$ cat config.mk
export PLATFORM = sky130hd
export DESIGN_NAME = cms_selector
export DESIGN_NICKNAME = d
export VERILOG_FILES = /design/src/logic/cms_pkg.sv /design/src/logic/cms_cmd_decode.sv /design/src/logic/cms_selector.sv
export SDC_FILE = /design/constraint.sdc
export NUM_CORES = 1
export LEC_CHECK = 0
export BUFFER_PORTS_ARGS = -buffer_cell sky130_fd_sc_hd__buf_2
export CORE_MARGIN = 5
export CORE_UTILIZATION = 35
export DETAILED_ROUTE_END_ITERATION = 8
export GPL_ROUTABILITY_DRIVEN = 0
export PLACE_DENSITY = 0.7
export SYNTH_ARGS = -nofsm -noshare
export SYNTH_HDL_FRONTEND = slang
export SYNTH_SLANG_ARGS = --single-unit
$ cat constraint.sdc
create_clock -name CLOCK -period 2.7 [get_ports CLOCK]
set_input_delay 0.135 -clock CLOCK [delete_from_list [all_inputs] [get_ports CLOCK]]
set_output_delay 0.135 -clock CLOCK [all_outputs]
set_load 0.005 [all_outputs]
$ cat src/logic/cms_pkg.sv
`default_nettype none
package cms_pkg;

  // ----------------------------------------------------------------
  // register map (byte addresses)
  // ----------------------------------------------------------------
  localparam logic [7:0] CMS_ADDR_CMD = 8'h00; // host command word
  localparam logic [7:0] CMS_ADDR_STATUS = 8'h04; // method and flags
  localparam logic [7:0] CMS_ADDR_SCHED = 8'h08; // schedule in use
  localparam logic [7:0] CMS_ADDR_REPLY = 8'h0C; // returned fields

  // ----------------------------------------------------------------
  // field positions
  // ----------------------------------------------------------------
  localparam int CMS_CMD_METHOD_LSB = 0; // method char [7:0]
  localparam int CMS_CMD_SCHED_LSB = 8; // schedule chars [23:8]
  localparam int CMS_CMD_BLANK_BIT = 24; // other items blank
  localparam int CMS_ST_ACC_BIT = 8; // last command accepted
  localparam int CMS_ST_REJ_BIT = 9; // last command refused
  localparam int CMS_ST_EXT_BIT = 12; // external control input
  localparam int CMS_ST_KEY_BIT = 13; // keyswitch input
  localparam int CMS_ST_MNT_BIT = 14; // maintenance input

  // ----------------------------------------------------------------
  // character codes and method codes
  // ----------------------------------------------------------------
  localparam logic [7:0] CMS_CHR_ZERO = 8'h30; // ascii '0'
  localparam logic [7:0] CMS_CHR_TWO = 8'h32; // ascii '2'
  localparam logic [15:0] CMS_CHR_TWO_SPACES = 16'h2020;
  localparam logic [4:0] CMS_SCHED_RST = 5'h00; // schedule after reset

  typedef enum logic [2:0] {
    CMS_M_PANEL = 3'h0, // controller control
    CMS_M_EXT_LOCAL = 3'h1, // external signals, local schedules
    CMS_M_LINK = 3'h2, // communication link
    CMS_M_MAINT = 3'h3, // maintenance
    CMS_M_EXT_HOST = 3'h5 // external signals, host schedules
  } cms_method_t;

  localparam cms_method_t CMS_METHOD_RST = CMS_M_PANEL;

  // host command as written into the command register
  typedef struct packed {
    logic others_blank; // every other item blank
    logic [15:0] sched_chars; // schedule digits, high char first
    logic [7:0] method_char; // requested method character
  } cms_cmd_t;

endpackage : cms_pkg
`default_nettype wire

$ cat src/logic/cms_cmd_decode.sv
`timescale 1ns/100ps
`default_nettype none
module cms_cmd_decode (
  // command in
  input wire cms_pkg::cms_cmd_t cmd,
  // verdict out
  output logic accept,
  output cms_pkg::cms_method_t new_base
);
  import cms_pkg::*;

  // ----------------------------------------------------------------
  // method character check
  // ----------------------------------------------------------------
  // only the two link-reachable codes pass; anything else, a space
  // included, is refused so the stored method stays as it is
  always_comb begin
    accept = 1'b0;
    new_base = CMS_M_PANEL;
    case (cmd.method_char)
      CMS_CHR_ZERO: begin
        accept = cmd.others_blank;
        new_base = CMS_M_PANEL;
      end
      CMS_CHR_TWO: begin
        accept = cmd.others_blank;
        new_base = CMS_M_LINK;
      end
      default: begin
        accept = 1'b0;
        new_base = CMS_M_PANEL;
      end
    endcase
  end

endmodule : cms_cmd_decode
`default_nettype wire

$ cat src/logic/cms_selector.sv
// The implementer's own choices: the register addresses and the APB register port.
`timescale 1ns/100ps
`default_nettype none
module cms_selector (
  // clock and reset
  input wire logic CLOCK,
  input wire logic SYS_RST,
  // apb slave
  input wire logic PSEL,
  input wire logic PENABLE,
  input wire logic PWRITE,
  input wire logic [7:0] PADDR,
  input wire logic [31:0] PWDATA,
  output logic [31:0] PRDATA,
  output logic PREADY,
  output logic PSLVERR,
  // front panel and external pins
  input wire logic KEYSWITCH_ON,
  input wire logic EXT_CONTROL,
  input wire logic MAINT_MODE,
  // selected control method
  output cms_pkg::cms_method_t METHOD
);
  import cms_pkg::*;

  // ----------------------------------------------------------------
  // declarations
  // ----------------------------------------------------------------
  cms_method_t base_q; // method chosen by host or panel
  cms_method_t method_q; // effective method driven out
  logic key_q; // keyswitch one cycle ago
  logic [4:0] sched_q; // schedule number in use
  logic [23:0] reply_q; // schedule and method chars returned
  logic acc_q; // last command accepted
  logic rej_q; // last command refused
  logic pready_q; // access phase answer
  logic pslverr_q; // unmapped address flag
  logic [31:0] prdata_q; // read data
  cms_cmd_t cmd; // command view of write data
  logic dec_accept; // decoder verdict
  cms_method_t dec_base; // decoder method
  logic wr_cmd; // command write takes effect
  logic wr_sched; // schedule write takes effect
  logic key_fall; // keyswitch turned off
  logic [3:0] tens; // schedule tens digit
  logic [3:0] units; // schedule units digit
  logic [15:0] sched_digits; // schedule as two ascii chars
  logic mapped; // address hits a register

  assign cmd = cms_cmd_t'(PWDATA[24:0]);
  assign key_fall = key_q & ~KEYSWITCH_ON;

  // ----------------------------------------------------------------
  // command decoder
  // ----------------------------------------------------------------
  cms_cmd_decode u_decode (
    .cmd(cmd),
    .accept(dec_accept),
    .new_base(dec_base)
  );

  // ----------------------------------------------------------------
  // apb handshake
  // ----------------------------------------------------------------
  // answer registered in setup cycle, so every access has no wait
  assign wr_cmd = PSEL & PENABLE & pready_q & PWRITE
    & (PADDR == CMS_ADDR_CMD);
  assign wr_sched = PSEL & PENABLE & pready_q & PWRITE
    & (PADDR == CMS_ADDR_SCHED);
  assign mapped = (PADDR == CMS_ADDR_CMD) | (PADDR == CMS_ADDR_STATUS)
    | (PADDR == CMS_ADDR_SCHED) | (PADDR == CMS_ADDR_REPLY);

  // ready for one cycle after setup
  always_ff @(posedge CLOCK) begin
    if (SYS_RST) begin
      pready_q <= 1'b0;
      pslverr_q <= 1'b0;
    end else begin
      pready_q <= PSEL & ~PENABLE;
      pslverr_q <= PSEL & ~PENABLE & ~mapped; // unmapped answers error
    end
  end

  // ----------------------------------------------------------------
  // schedule number to ascii
  // ----------------------------------------------------------------
  always_comb begin
    if (sched_q >= 5'd30) begin
      tens = 4'h3;
      units = 4'(sched_q - 5'd30);
    end else if (sched_q >= 5'd20) begin
      tens = 4'h2;
      units = 4'(sched_q - 5'd20);
    end else if (sched_q >= 5'd10) begin
      tens = 4'h1;
      units = 4'(sched_q - 5'd10);
    end else begin
      tens = 4'h0;
      units = sched_q[3:0];
    end
    sched_digits = {CMS_CHR_ZERO | {4'h0, tens},
      CMS_CHR_ZERO | {4'h0, units}};
  end

  // ----------------------------------------------------------------
  // read data
  // ----------------------------------------------------------------
  // latched in setup so the read is stable for the whole access
  always_ff @(posedge CLOCK) begin
    if (SYS_RST) begin
      prdata_q <= 32'h00000000;
    end else if (PSEL & ~PENABLE & ~PWRITE) begin
      prdata_q <= 32'h00000000;
      case (PADDR)
        CMS_ADDR_STATUS: begin
          prdata_q[2:0] <= method_q;
          prdata_q[CMS_ST_ACC_BIT] <= acc_q;
          prdata_q[CMS_ST_REJ_BIT] <= rej_q;
          prdata_q[CMS_ST_EXT_BIT] <= EXT_CONTROL;
          prdata_q[CMS_ST_KEY_BIT] <= KEYSWITCH_ON;
          prdata_q[CMS_ST_MNT_BIT] <= MAINT_MODE;
        end
        CMS_ADDR_SCHED: begin
          prdata_q[4:0] <= sched_q;
        end
        CMS_ADDR_REPLY: begin
          prdata_q[23:0] <= reply_q;
        end
        default: begin
          prdata_q <= 32'h00000000; // command and unmapped read zero
        end
      endcase
    end
  end

  // ----------------------------------------------------------------
  // schedule in use and reply
  // ----------------------------------------------------------------
  always_ff @(posedge CLOCK) begin
    if (SYS_RST) begin
      sched_q <= CMS_SCHED_RST;
    end else if (wr_sched) begin
      sched_q <= PWDATA[4:0];
    end
  end

  // a blank schedule field is answered with the number in use
  always_ff @(posedge CLOCK) begin
    if (SYS_RST) begin
      reply_q <= 24'h000000;
    end else if (wr_cmd) begin
      reply_q[7:0] <= {5'h00, method_q} | CMS_CHR_ZERO;
      if (cmd.sched_chars == CMS_CHR_TWO_SPACES) begin
        reply_q[23:8] <= sched_digits;
      end else begin
        reply_q[23:8] <= cmd.sched_chars;
      end
    end
  end

  // ----------------------------------------------------------------
  // host or panel method
  // ----------------------------------------------------------------
  // only panel or link codes ever enter here, so the host can never
  // reach external or maintenance control
  always_ff @(posedge CLOCK) begin
    if (SYS_RST) begin
      base_q <= CMS_METHOD_RST;
      key_q <= 1'b0;
      acc_q <= 1'b0;
      rej_q <= 1'b0;
    end else begin
      key_q <= KEYSWITCH_ON;
      if (wr_cmd) begin
        acc_q <= dec_accept & ~MAINT_MODE;
        rej_q <= ~(dec_accept & ~MAINT_MODE);
      end
      if (MAINT_MODE) begin
        base_q <= base_q;
      end else if (key_fall & ~EXT_CONTROL) begin
        base_q <= CMS_M_PANEL;
      end else if (wr_cmd & dec_accept) begin
        base_q <= dec_base;
      end
    end
  end

  // ----------------------------------------------------------------
  // effective method
  // ----------------------------------------------------------------
  // external control wins even over maintenance
  always_ff @(posedge CLOCK) begin
    if (SYS_RST) begin
      method_q <= CMS_METHOD_RST;
    end else if (EXT_CONTROL) begin
      if (base_q == CMS_M_LINK) begin
        method_q <= CMS_M_EXT_HOST;
      end else begin
        method_q <= CMS_M_EXT_LOCAL;
      end
    end else if (MAINT_MODE) begin
      method_q <= CMS_M_MAINT;
    end else begin
      method_q <= base_q;
    end
  end

  assign PRDATA = prdata_q;
  assign PREADY = pready_q;
  assign PSLVERR = pslverr_q;
  assign METHOD = method_q;
endmodule : cms_selector
`default_nettype wire

==> Word level (Yosys, flattened, before mapping) <==
Index checks and enable logic that the tools add are counted.
{ "word_totals": {"elab_cells": 70, "reg_bits": 61, "output_inout_bits": 37, "input_bits": 48} }
{ "classes": {"add_sub_neg": 3, "n_reduce_logical": 4, "order_cmp": 3, "eq_ne": 7, "bitwise_logic": 22, "n_mux": 21} }
{ "ops": {"columns": ["operator", "count"], "rows": [
  ["$eq 16x14->1 const B", 1],
  ["$eq 8x4->1 const B", 2],
  ["$eq 8x6->1 const B", 2],
  ["$mux 16", 1],
  ["$mux 4", 4],
  ["$mux 3", 5],
  ["$and 1x1->1", 12],
  ["$ge 5x5->1 const B", 2],
  ["$mux 9", 1],
  ["$pmux 3 s3", 1],
  ["$eq 8x3->1 const B", 1],
  ["$logic_not 8->1", 1],
  ["$pmux 2 s2", 2],
  ["$sub 4x4->4 const B", 2],
  ["$not 1->1", 7],
  ["$mux 2", 3],
  ["$pmux 3 s2", 1],
  ["$ge 5x4->1 const B", 1],
  ["$sub 4x3->4 const B", 1],
  ["$eq 3x2->1 const B", 1],
  ["$mux 1", 3],
  ["$or 1x1->1", 3],
  ["$reduce_and 2->1", 1],
  ["$reduce_bool 2->1", 1],
  ["$reduce_or 2->1", 1]
]} }

==> Longest topological paths before layout <==
Gate-level depths: netlist of the first run.
{ "depth": {"word_depth": 7, "depth_mapped": 7, "ltp_nobuf": 7} }

==> Modules after synthesis <==
From an unflattened synthesis of the first run, not the netlist that was laid out.
{ "unflattened": {"cells_unflattened": 315, "hier_area_um2": 2665.1} }
{ "by_module_without_submodules": {"columns": ["mod", "instances", "cells_per_inst", "area_each_um2", "seq_area_each_um2"], "rows": [
  ["cms_selector", 1, 307, 2610.0, 1161.1],
  ["cms_cmd_decode", 1, 8, 55.1, 0.0]
]} }

==> Worst setup path after synthesis of the first run <==
Ideal clock, no wire load.
{ "synth_path": {"path_kind": "register -> register", "startpoint": "reg sched_q[1]", "endpoint": "reg reply_q[11]", "synth_period_minus_slack_ps": 1591, "n_path_buf": 0, "setup_ps": 79, "arrival_ps": 1512, "path_stages_with_launch": 8, "setup_slack_ps": 1109, "required_ps": 2621, "path_cell_list": "dfxtp_1 > inv_1 > ha_1 > nor2b_1 > or3_1 > nand4_1 > a41oi_1 > a211oi_2"} }
{ "synth_via": {"elab_chain_len": 5, "word_cells_on_any_way": 10, "cone_classes": "3 x add/sub; 3 x order compare; 4 x mux"} }
{ "synth_lines": {"columns": ["element", "line_no", "text"], "rows": [
  ["start, declared", "cms_selector.sv:32", "logic [4:0] sched_q;"],
  ["start signal, assigned", "cms_selector.sv:143", "sched_q <= PWDATA[4:0];"],
  ["$sub 4x4->4 or $ge 5x4->1 (tied branches)", "cms_selector.sv:96, cms_selector.sv:94", null],
  ["$mux 4", "cms_selector.sv:94", "end else if (sched_q >= 5'd10) begin"],
  ["$mux 4", "cms_selector.sv:91", "end else if (sched_q >= 5'd20) begin"],
  ["$mux 4 (*)", "cms_selector.sv:88", "if (sched_q >= 5'd30) begin"],
  ["$mux 16 (*)", "cms_selector.sv:153", "if (cmd.sched_chars == CMS_CHR_TWO_SPACES) begin"],
  ["end signal, assigned", "cms_selector.sv:154", "reply_q[23:8] <= sched_digits;"],
  ["end signal, assigned", "cms_selector.sv:156", "reply_q[23:8] <= cmd.sched_chars;"],
  ["end, declared", "cms_selector.sv:33", "logic [23:0] reply_q;"]
]} }
Mark *: on every way between the ends. The rest lies on a longest branch, timed or not.
A chain may end at the register's enable or synchronous reset.

==> Worst setup path in the final report of the first run <==
{ "layout_path": {"startpoint": "reg pready_q (netlist: PREADY)", "endpoint": "reg base_q[1]"} }
{ "layout_via": {"elab_chain_len": 6} }
{ "layout_lines": {"columns": ["element", "line_no", "text"], "rows": [
  ["start, declared", "cms_selector.sv:36", "logic pready_q;"],
  ["start signal, assigned", "cms_selector.sv:79", "pready_q <= PSEL & ~PENABLE;"],
  ["$and 1x1->1 (2 in series)", "cms_selector.sv:66", "assign wr_cmd = PSEL & PENABLE & pready_q & PWRITE"],
  ["$and 1x1->1", "cms_selector.sv:67", "& (PADDR == CMS_ADDR_CMD);"],
  ["$and 1x1->1", "cms_selector.sv:182", "end else if (wr_cmd & dec_accept) begin"],
  ["$reduce_bool 2->1 (no line)", null, null],
  ["$reduce_and 2->1 (no line)", null, null],
  ["end signal, assigned", "cms_selector.sv:179", "base_q <= base_q;"],
  ["end signal, assigned", "cms_selector.sv:183", "base_q <= dec_base;"],
  ["end, declared", "cms_selector.sv:29", "cms_method_t base_q;"]
]} }
Every way passes these cells.

==> out/results.tsv, run 1 <==
metric	value	unit
Synth Instances	286	
clk sinks	56	
number of synthesized register bits	56	
vias per std cell	4.96	
synthesis warning total	0	
Simple-Gate Fraction of Synth Area	22.4	%
Detailed Routing Iterations Pass 1	4	
Critical Path RT	2890	ps
Antenna Violating Nets Remaining	0	
most frequent cells in the layout	buf_2, dfxtp_1, nor2_1, nand2_1, a22oi_1	
# Post-CTS Setup Buffers	0	
placed wire-length estimate	4770	um
fillcell total	705	
Die W	94.7	um
FMAX	0.513	GHz
sequential area share after synthesis	44.7	%
num rows	30	
DIE AREA	0.00896	mm^2
drc violations	0	
number of synthesized flops with an enable pin	0	
clk slew on worst S/H paths	100	ps
I/O Buffers	67	
main combinational cell family by area after synthesis	simple AND/OR/NAND/NOR gates	
Pleak	1.25	nW
ys flop type	dfxtp_1	
status	finished clean	
XOR/XNOR share of the synthesized area	0.349	%
Slew Viols, Final	0	
grt ovf	0	
worst vdd rail ir drop	267	uV
Clock Skews	9.04	ps
Compound-Gate Fraction of Synth Area	15.4	%
crit path cell chain	and4_1, nand4_1, nor2_2, mux2i_1, a311oi_1	
Place WS	715	ps
Syn Area/Cell	8.77	um^2
I/O pin cnt	85	
critical path type	reg2reg	
mux cell area share after synthesis	7.23	%
Post-Syn Area	0.00251	mm^2
reg2reg setup slack	750	ps
first-pass GRT wire length	10000	um
die height	94.7	um
initial core utilization	36.5	%
Iter 0 DRT Violations	130	
CTS H-tree depth	2	
Final WS setup	750	ps
P&R area growth vs syn	18.1	%
Synth Area in Adders	2.49	%
CP arrival	2140	ps
crit path time final	1950	ps
Antenna Cells	0	
# hold bufs at CTS	0	
Critical Path End Type	flip-flop	
initial antenna violation count	0	
max incr delay on CP	520	ps
worst-margin pin slew	668	ps
multi-input logic area	0.00124	mm^2
register area	0.00112	mm^2
Final TNS setup	0	ps
unrepaired setup endpoints after global routing	false	
largest net degree at the start of global routing	37	
Num CTS Buffers	5	
clk root buf	clkbuf_8	
Worst Hold Class	in2reg	
Routed WL per cell	14.4	um
post-CTS sizing	0	
layout cells sized above 1	26.4	%
most common cell after layout, fill and taps aside	buf_2	
CORE AREA	0.00687	mm^2
Routed WL	6340	um
vias in the first global route	2086	
Yosys cell types	43	
Worst setup SP type	flip-flop	
Critical-path top delay cell	nand4_1	
deepest clock path buffer count	2	
CTS tree	yes	
Layout Nets	397	
clk_lat worst skew	300	ps
Max Cap Viol	0	
CP max FO	13	
PwrDens	490	mW/mm^2
final worst path period share	72.2	%
gr usage total	14.0	%
Post-synth ARST share	0	%
Setup violations, final	0	
Max-slew headroom	55.4	%
final hold viol count	0	
Vias	2187	
-- area by class of cell --
cell class | count | area share [%]
inverter | 5 | 0.633
clock inverter | 2 | 1.18
multi-input combinational | 206 | 41.8
timing repair buffer | 70 | 12.1
sequential | 56 | 37.8
tap | 96 | 4.05
clock buffer | 6 | 2.45
-- synth_stat cells (2+ instances only) --
cell type,n,area [um^2]
a211oi_1,3,22.5
a21oi_1,16,80.1
a22o_1,3,26.3
a22oi_1,20,150
a311oi_1,2,17.5
a31oi_1,3,18.8
and2_1,2,12.5
and3_1,2,12.5
and4_1,3,26.3
buf_4,14,105
clkbuf_1,12,45.0
dfxtp_1,56,1120
ha_1,5,62.6
inv_1,5,18.8
mux2_2,9,101
mux2i_1,8,80.1
nand2_1,26,97.6
nand2b_1,2,12.5
nand3_1,2,10.0
nand4_1,7,43.8
nor2_1,47,176
nor2b_1,2,12.5
nor3_1,12,60.1
nor4_1,2,12.5
nor4b_1,2,17.5
o21ai_0,4,20.0
-- flip-flops by register name (all words and copies together), names as in the netlist --
signal   count
key_q        1
METHOD       3
reply_q     20
rej_q        1
base_q       1
PSLVERR      1
PRDATA      22
PREADY       1
acc_q        1
sched_q      5
-- path summary, 6_finish.rpt --
kind | cells past startpoint | end | start
setup / recovery | 5 | base_q[1] | PREADY
setup reg to reg | 5 | base_q[1] | PREADY
hold reg to reg | 2 | reply_q[23] | reply_q[23]
hold / removal | 2 | METHOD[1] | EXT_CONTROL
-- worst max-delay path, delay by kind of cell (launching register included) --
family | cells | cell delay, ps
and+or+nand+nor | 3 | 1130
DFF | 1 | 330
AOI/OAI and AO/OA | 1 | 280
muxes | 1 | 110
-- routing by layer --
layer	vias to the layer above	routed length [um]	track usage, %	share of wire, %
li1	1104	-	-	-
met1	1006	2810	18.9	44
met2	73	2960	22.9	47
met3	4	522	3.75	8.2
met4	0	44	2.28	0.69
met5	-	0	0	0
-- cells by family after synthesis --
family                     after synthesis
buffers and inverters                   33
adders and majority gates                5
muxes                                   17
AOI/OAI and AO/OA                       56
DFF                                     56
and+or+nand+nor                        117
other                                    1
xor gates and xnor gates                 1
-- stage by stage --
step | hold slack, ps | instance area, um^2 | util, % | total power [W] | instances
floorplan | 214 | 2540 | - | 0.000900 | 295
global placement | 377 | 2860 | 41.6 | 0.000937 | 433
detailed placement | 370 | 2860 | 41.6 | 0.000938 | 433
CTS | 48.1 | 2960 | 43.1 | 0.00146 | 441
global route | 49.4 | 2960 | 43.1 | 0.00152 | 441
finish | 51.6 | 2960 | 43.1 | 0.00145 | 441
-- where the power goes --
group          leakage [nW]  internal (W)   total, W  switching [W]
sequential            0.452      0.000829   0.000831     0.00000174
clock                0.0552      0.000276   0.000534       0.000258
combinational         0.739     0.0000351  0.0000885      0.0000534
total                  1.25       0.00114    0.00145       0.000313
(Power assumes the default switching activity.)
==> run 2: changes to the inputs <==
==> constraint.sdc (replaced) <==
create_clock -name CLOCK -period 1.8 [get_ports CLOCK]
set_input_delay 0.09 -clock CLOCK [delete_from_list [all_inputs] [get_ports CLOCK]]
set_output_delay 0.09 -clock CLOCK [all_outputs]
set_load 0.005 [all_outputs]
==> run 2 against run 1 <==
Die area is the same. Combinational power up 56%. Clock power grew 16%. Register-to-register slack worse by 670 ps. Core utilization rose by 0.56 points. Via count up 3.2%. Setup slack got worse by 670 ps. Critical path type unchanged. Critical endpoint is now reply_q[10]. Largest power group unchanged.
==> out/results.tsv, run 2 (synthesis results as in run 1) <==
metric	value	unit	change
status	finished clean		
layout cells sized above 1	28.5	%	+2.1 points
Total Power	0.00201	W	+38%
largest net degree at the start of global routing	27		-27%
deepest clock path buffer count	2		unchanged
grt ovf	0		unchanged
max incr delay on CP	380	ps	-140 ps
reg2reg end	reply_q[10]		
Max Cap Viol	0		unchanged
I/O Buffers	67		unchanged
initial core utilization	36.5	%	unchanged
clk_lat worst skew	300	ps	about the same
Detailed Routing Iterations Pass 1	4		unchanged
die height	94.7	um	unchanged
Worst Hold Class	in2reg		
placed wire-length estimate	5090	um	+6.6%
CTS H-tree depth	2		unchanged
worst reg2reg path depth	6		+1
DIE AREA	0.00896	mm^2	unchanged
most frequent cells in the layout	buf_2, dfxtp_1, nor2_1, nand2_1, a22oi_1		
I/O pin cnt	85		unchanged
Critical Path End	reply_q[10]		
Critical Path RT	2000	ps	-890 ps
Antenna Violating Nets Remaining	0		unchanged
gr usage total	15.0	%	+0.94 points
clk slew on worst S/H paths	90	ps	about the same
first-pass GRT wire length	10700	um	+6.5%
Routed WL per cell	14.9	um	+3.8%
Routed WL	6670	um	+5.2%
Worst setup SP type	flip-flop		
Critical Path End Type	flip-flop		
Layout Nets	406		+2.3%
critical path type	reg2reg		
Vias	2257		+3.2%
Final TNS setup	0	ps	unchanged
clk sinks	56		unchanged
crit path time final	1720	ps	-230 ps
CP arrival	1910	ps	-230 ps
Slew Viols, Final	0		unchanged
Clock Skews	6.82	ps	-2.23 ps
PwrDens	668	mW/mm^2	+36%
drc violations	0		unchanged
Critical-path top delay cell	dfxtp_2		
Pleak	1.27	nW	+2.3%
final worst path period share	95.5	%	+23 points
vias per std cell	5.05		+1.8%
max reg flops	22		unchanged
most common cell after layout, fill and taps aside	buf_2		
WHS	28.6	ps	-23.0 ps
initial antenna violation count	0		unchanged
clk root buf	clkbuf_8		
reg2reg setup slack	80	ps	-670 ps
num rows	30		unchanged
Num CTS Buffers	5		unchanged
P&R area growth vs syn	19.7	%	
FMAX	0.581	GHz	+13%
CP max FO	9		-4
unrepaired setup endpoints after global routing	false		
final hold viol count	0		unchanged
CORE AREA	0.00687	mm^2	unchanged
CP Launch Point	sched_q[2]		
Hold Crit Depth	3		+1
# Post-CTS Setup Buffers	0		unchanged
Die W	94.7	um	unchanged
reg2reg start	sched_q[2]		
Antenna Cells	0		unchanged
Setup violations, final	0		unchanged
worst vdd rail ir drop	243	uV	-9.2%
crit path cell chain	ha_1, nand3b_1, a21boi_2, mux2_2, mux2i_1, a211oi_1		
vias in the first global route	2213		+6.1%
Iter 0 DRT Violations	141		+8.5%
CTS tree	yes		
[run 2: per-layer routing]
metal / vias to the layer above / track usage, % / routed length [um]
met5: - / 0 / 0
met4: 0 / 2.88 / 47
met3: 8 / 3.27 / 563
met2: 74 / 25.1 / 3160
met1: 1055 / 19.9 / 2900
li1: 1120 / - / -
[run 2: worst min path at each step]
stage | start | to | slack (ps)
final | PWDATA[22] | reply_q[22] | 30
after detailed placement | EXT_CONTROL | METHOD[1] | 320
after CTS | PWDATA[22] | reply_q[22] | 30
after floorplan | EXT_CONTROL | METHOD[1] | 170
after global routing | PWDATA[21] | reply_q[21] | 40
after global placement | EXT_CONTROL | METHOD[1] | 320
[run 2: power by group]
group | internal, W | total [W] | switching [W]
Sequential | 0.00124 | 0.00125 | 0.00000316
Clock | 0.000252 | 0.000621 | 0.000369
Combinational | 0.0000562 | 0.000138 | 0.0000818
[run 2: metrics by stage]
stage	util, %	setup WS (ps)	instances	cell area, um^2
floorplan	-	209	295	2540
global placement	42.4	116	441	2920
detailed placement	42.4	66.7	441	2920
CTS	43.6	41.8	447	2990
global route	43.7	4.04	447	3000
finish	43.7	80.3	447	3000
[run 2: critical path, delay by kind of cell, from the launching register on]
kind | cells | cell delay (ps)
AO/OA/AOI/OAI | 2 | 390
multiplexers | 2 | 510
adder cells (fa/ha/maj) | 1 | 200
flip-flops | 1 | 380
AND/OR/NAND/NOR | 1 | 130
[run 2: timing repair]
action | 4_1_cts | 5_1_grt
hold buffers | 1 | 0
endpoints found under the setup margin | 0 | 5
endpoints found under the hold margin | 1 | 0
gates resized for setup | 0 | 3
[run 2: final cells by class]
class,count,area (um^2)
Clock buffer,5,68.8
Fill cell,722,3870
Inverter,5,18.8
Multi-Input combinational cell,206,1240
Sequential cell,56,1120
Tap cell,96,120
Timing Repair Buffer,79,428
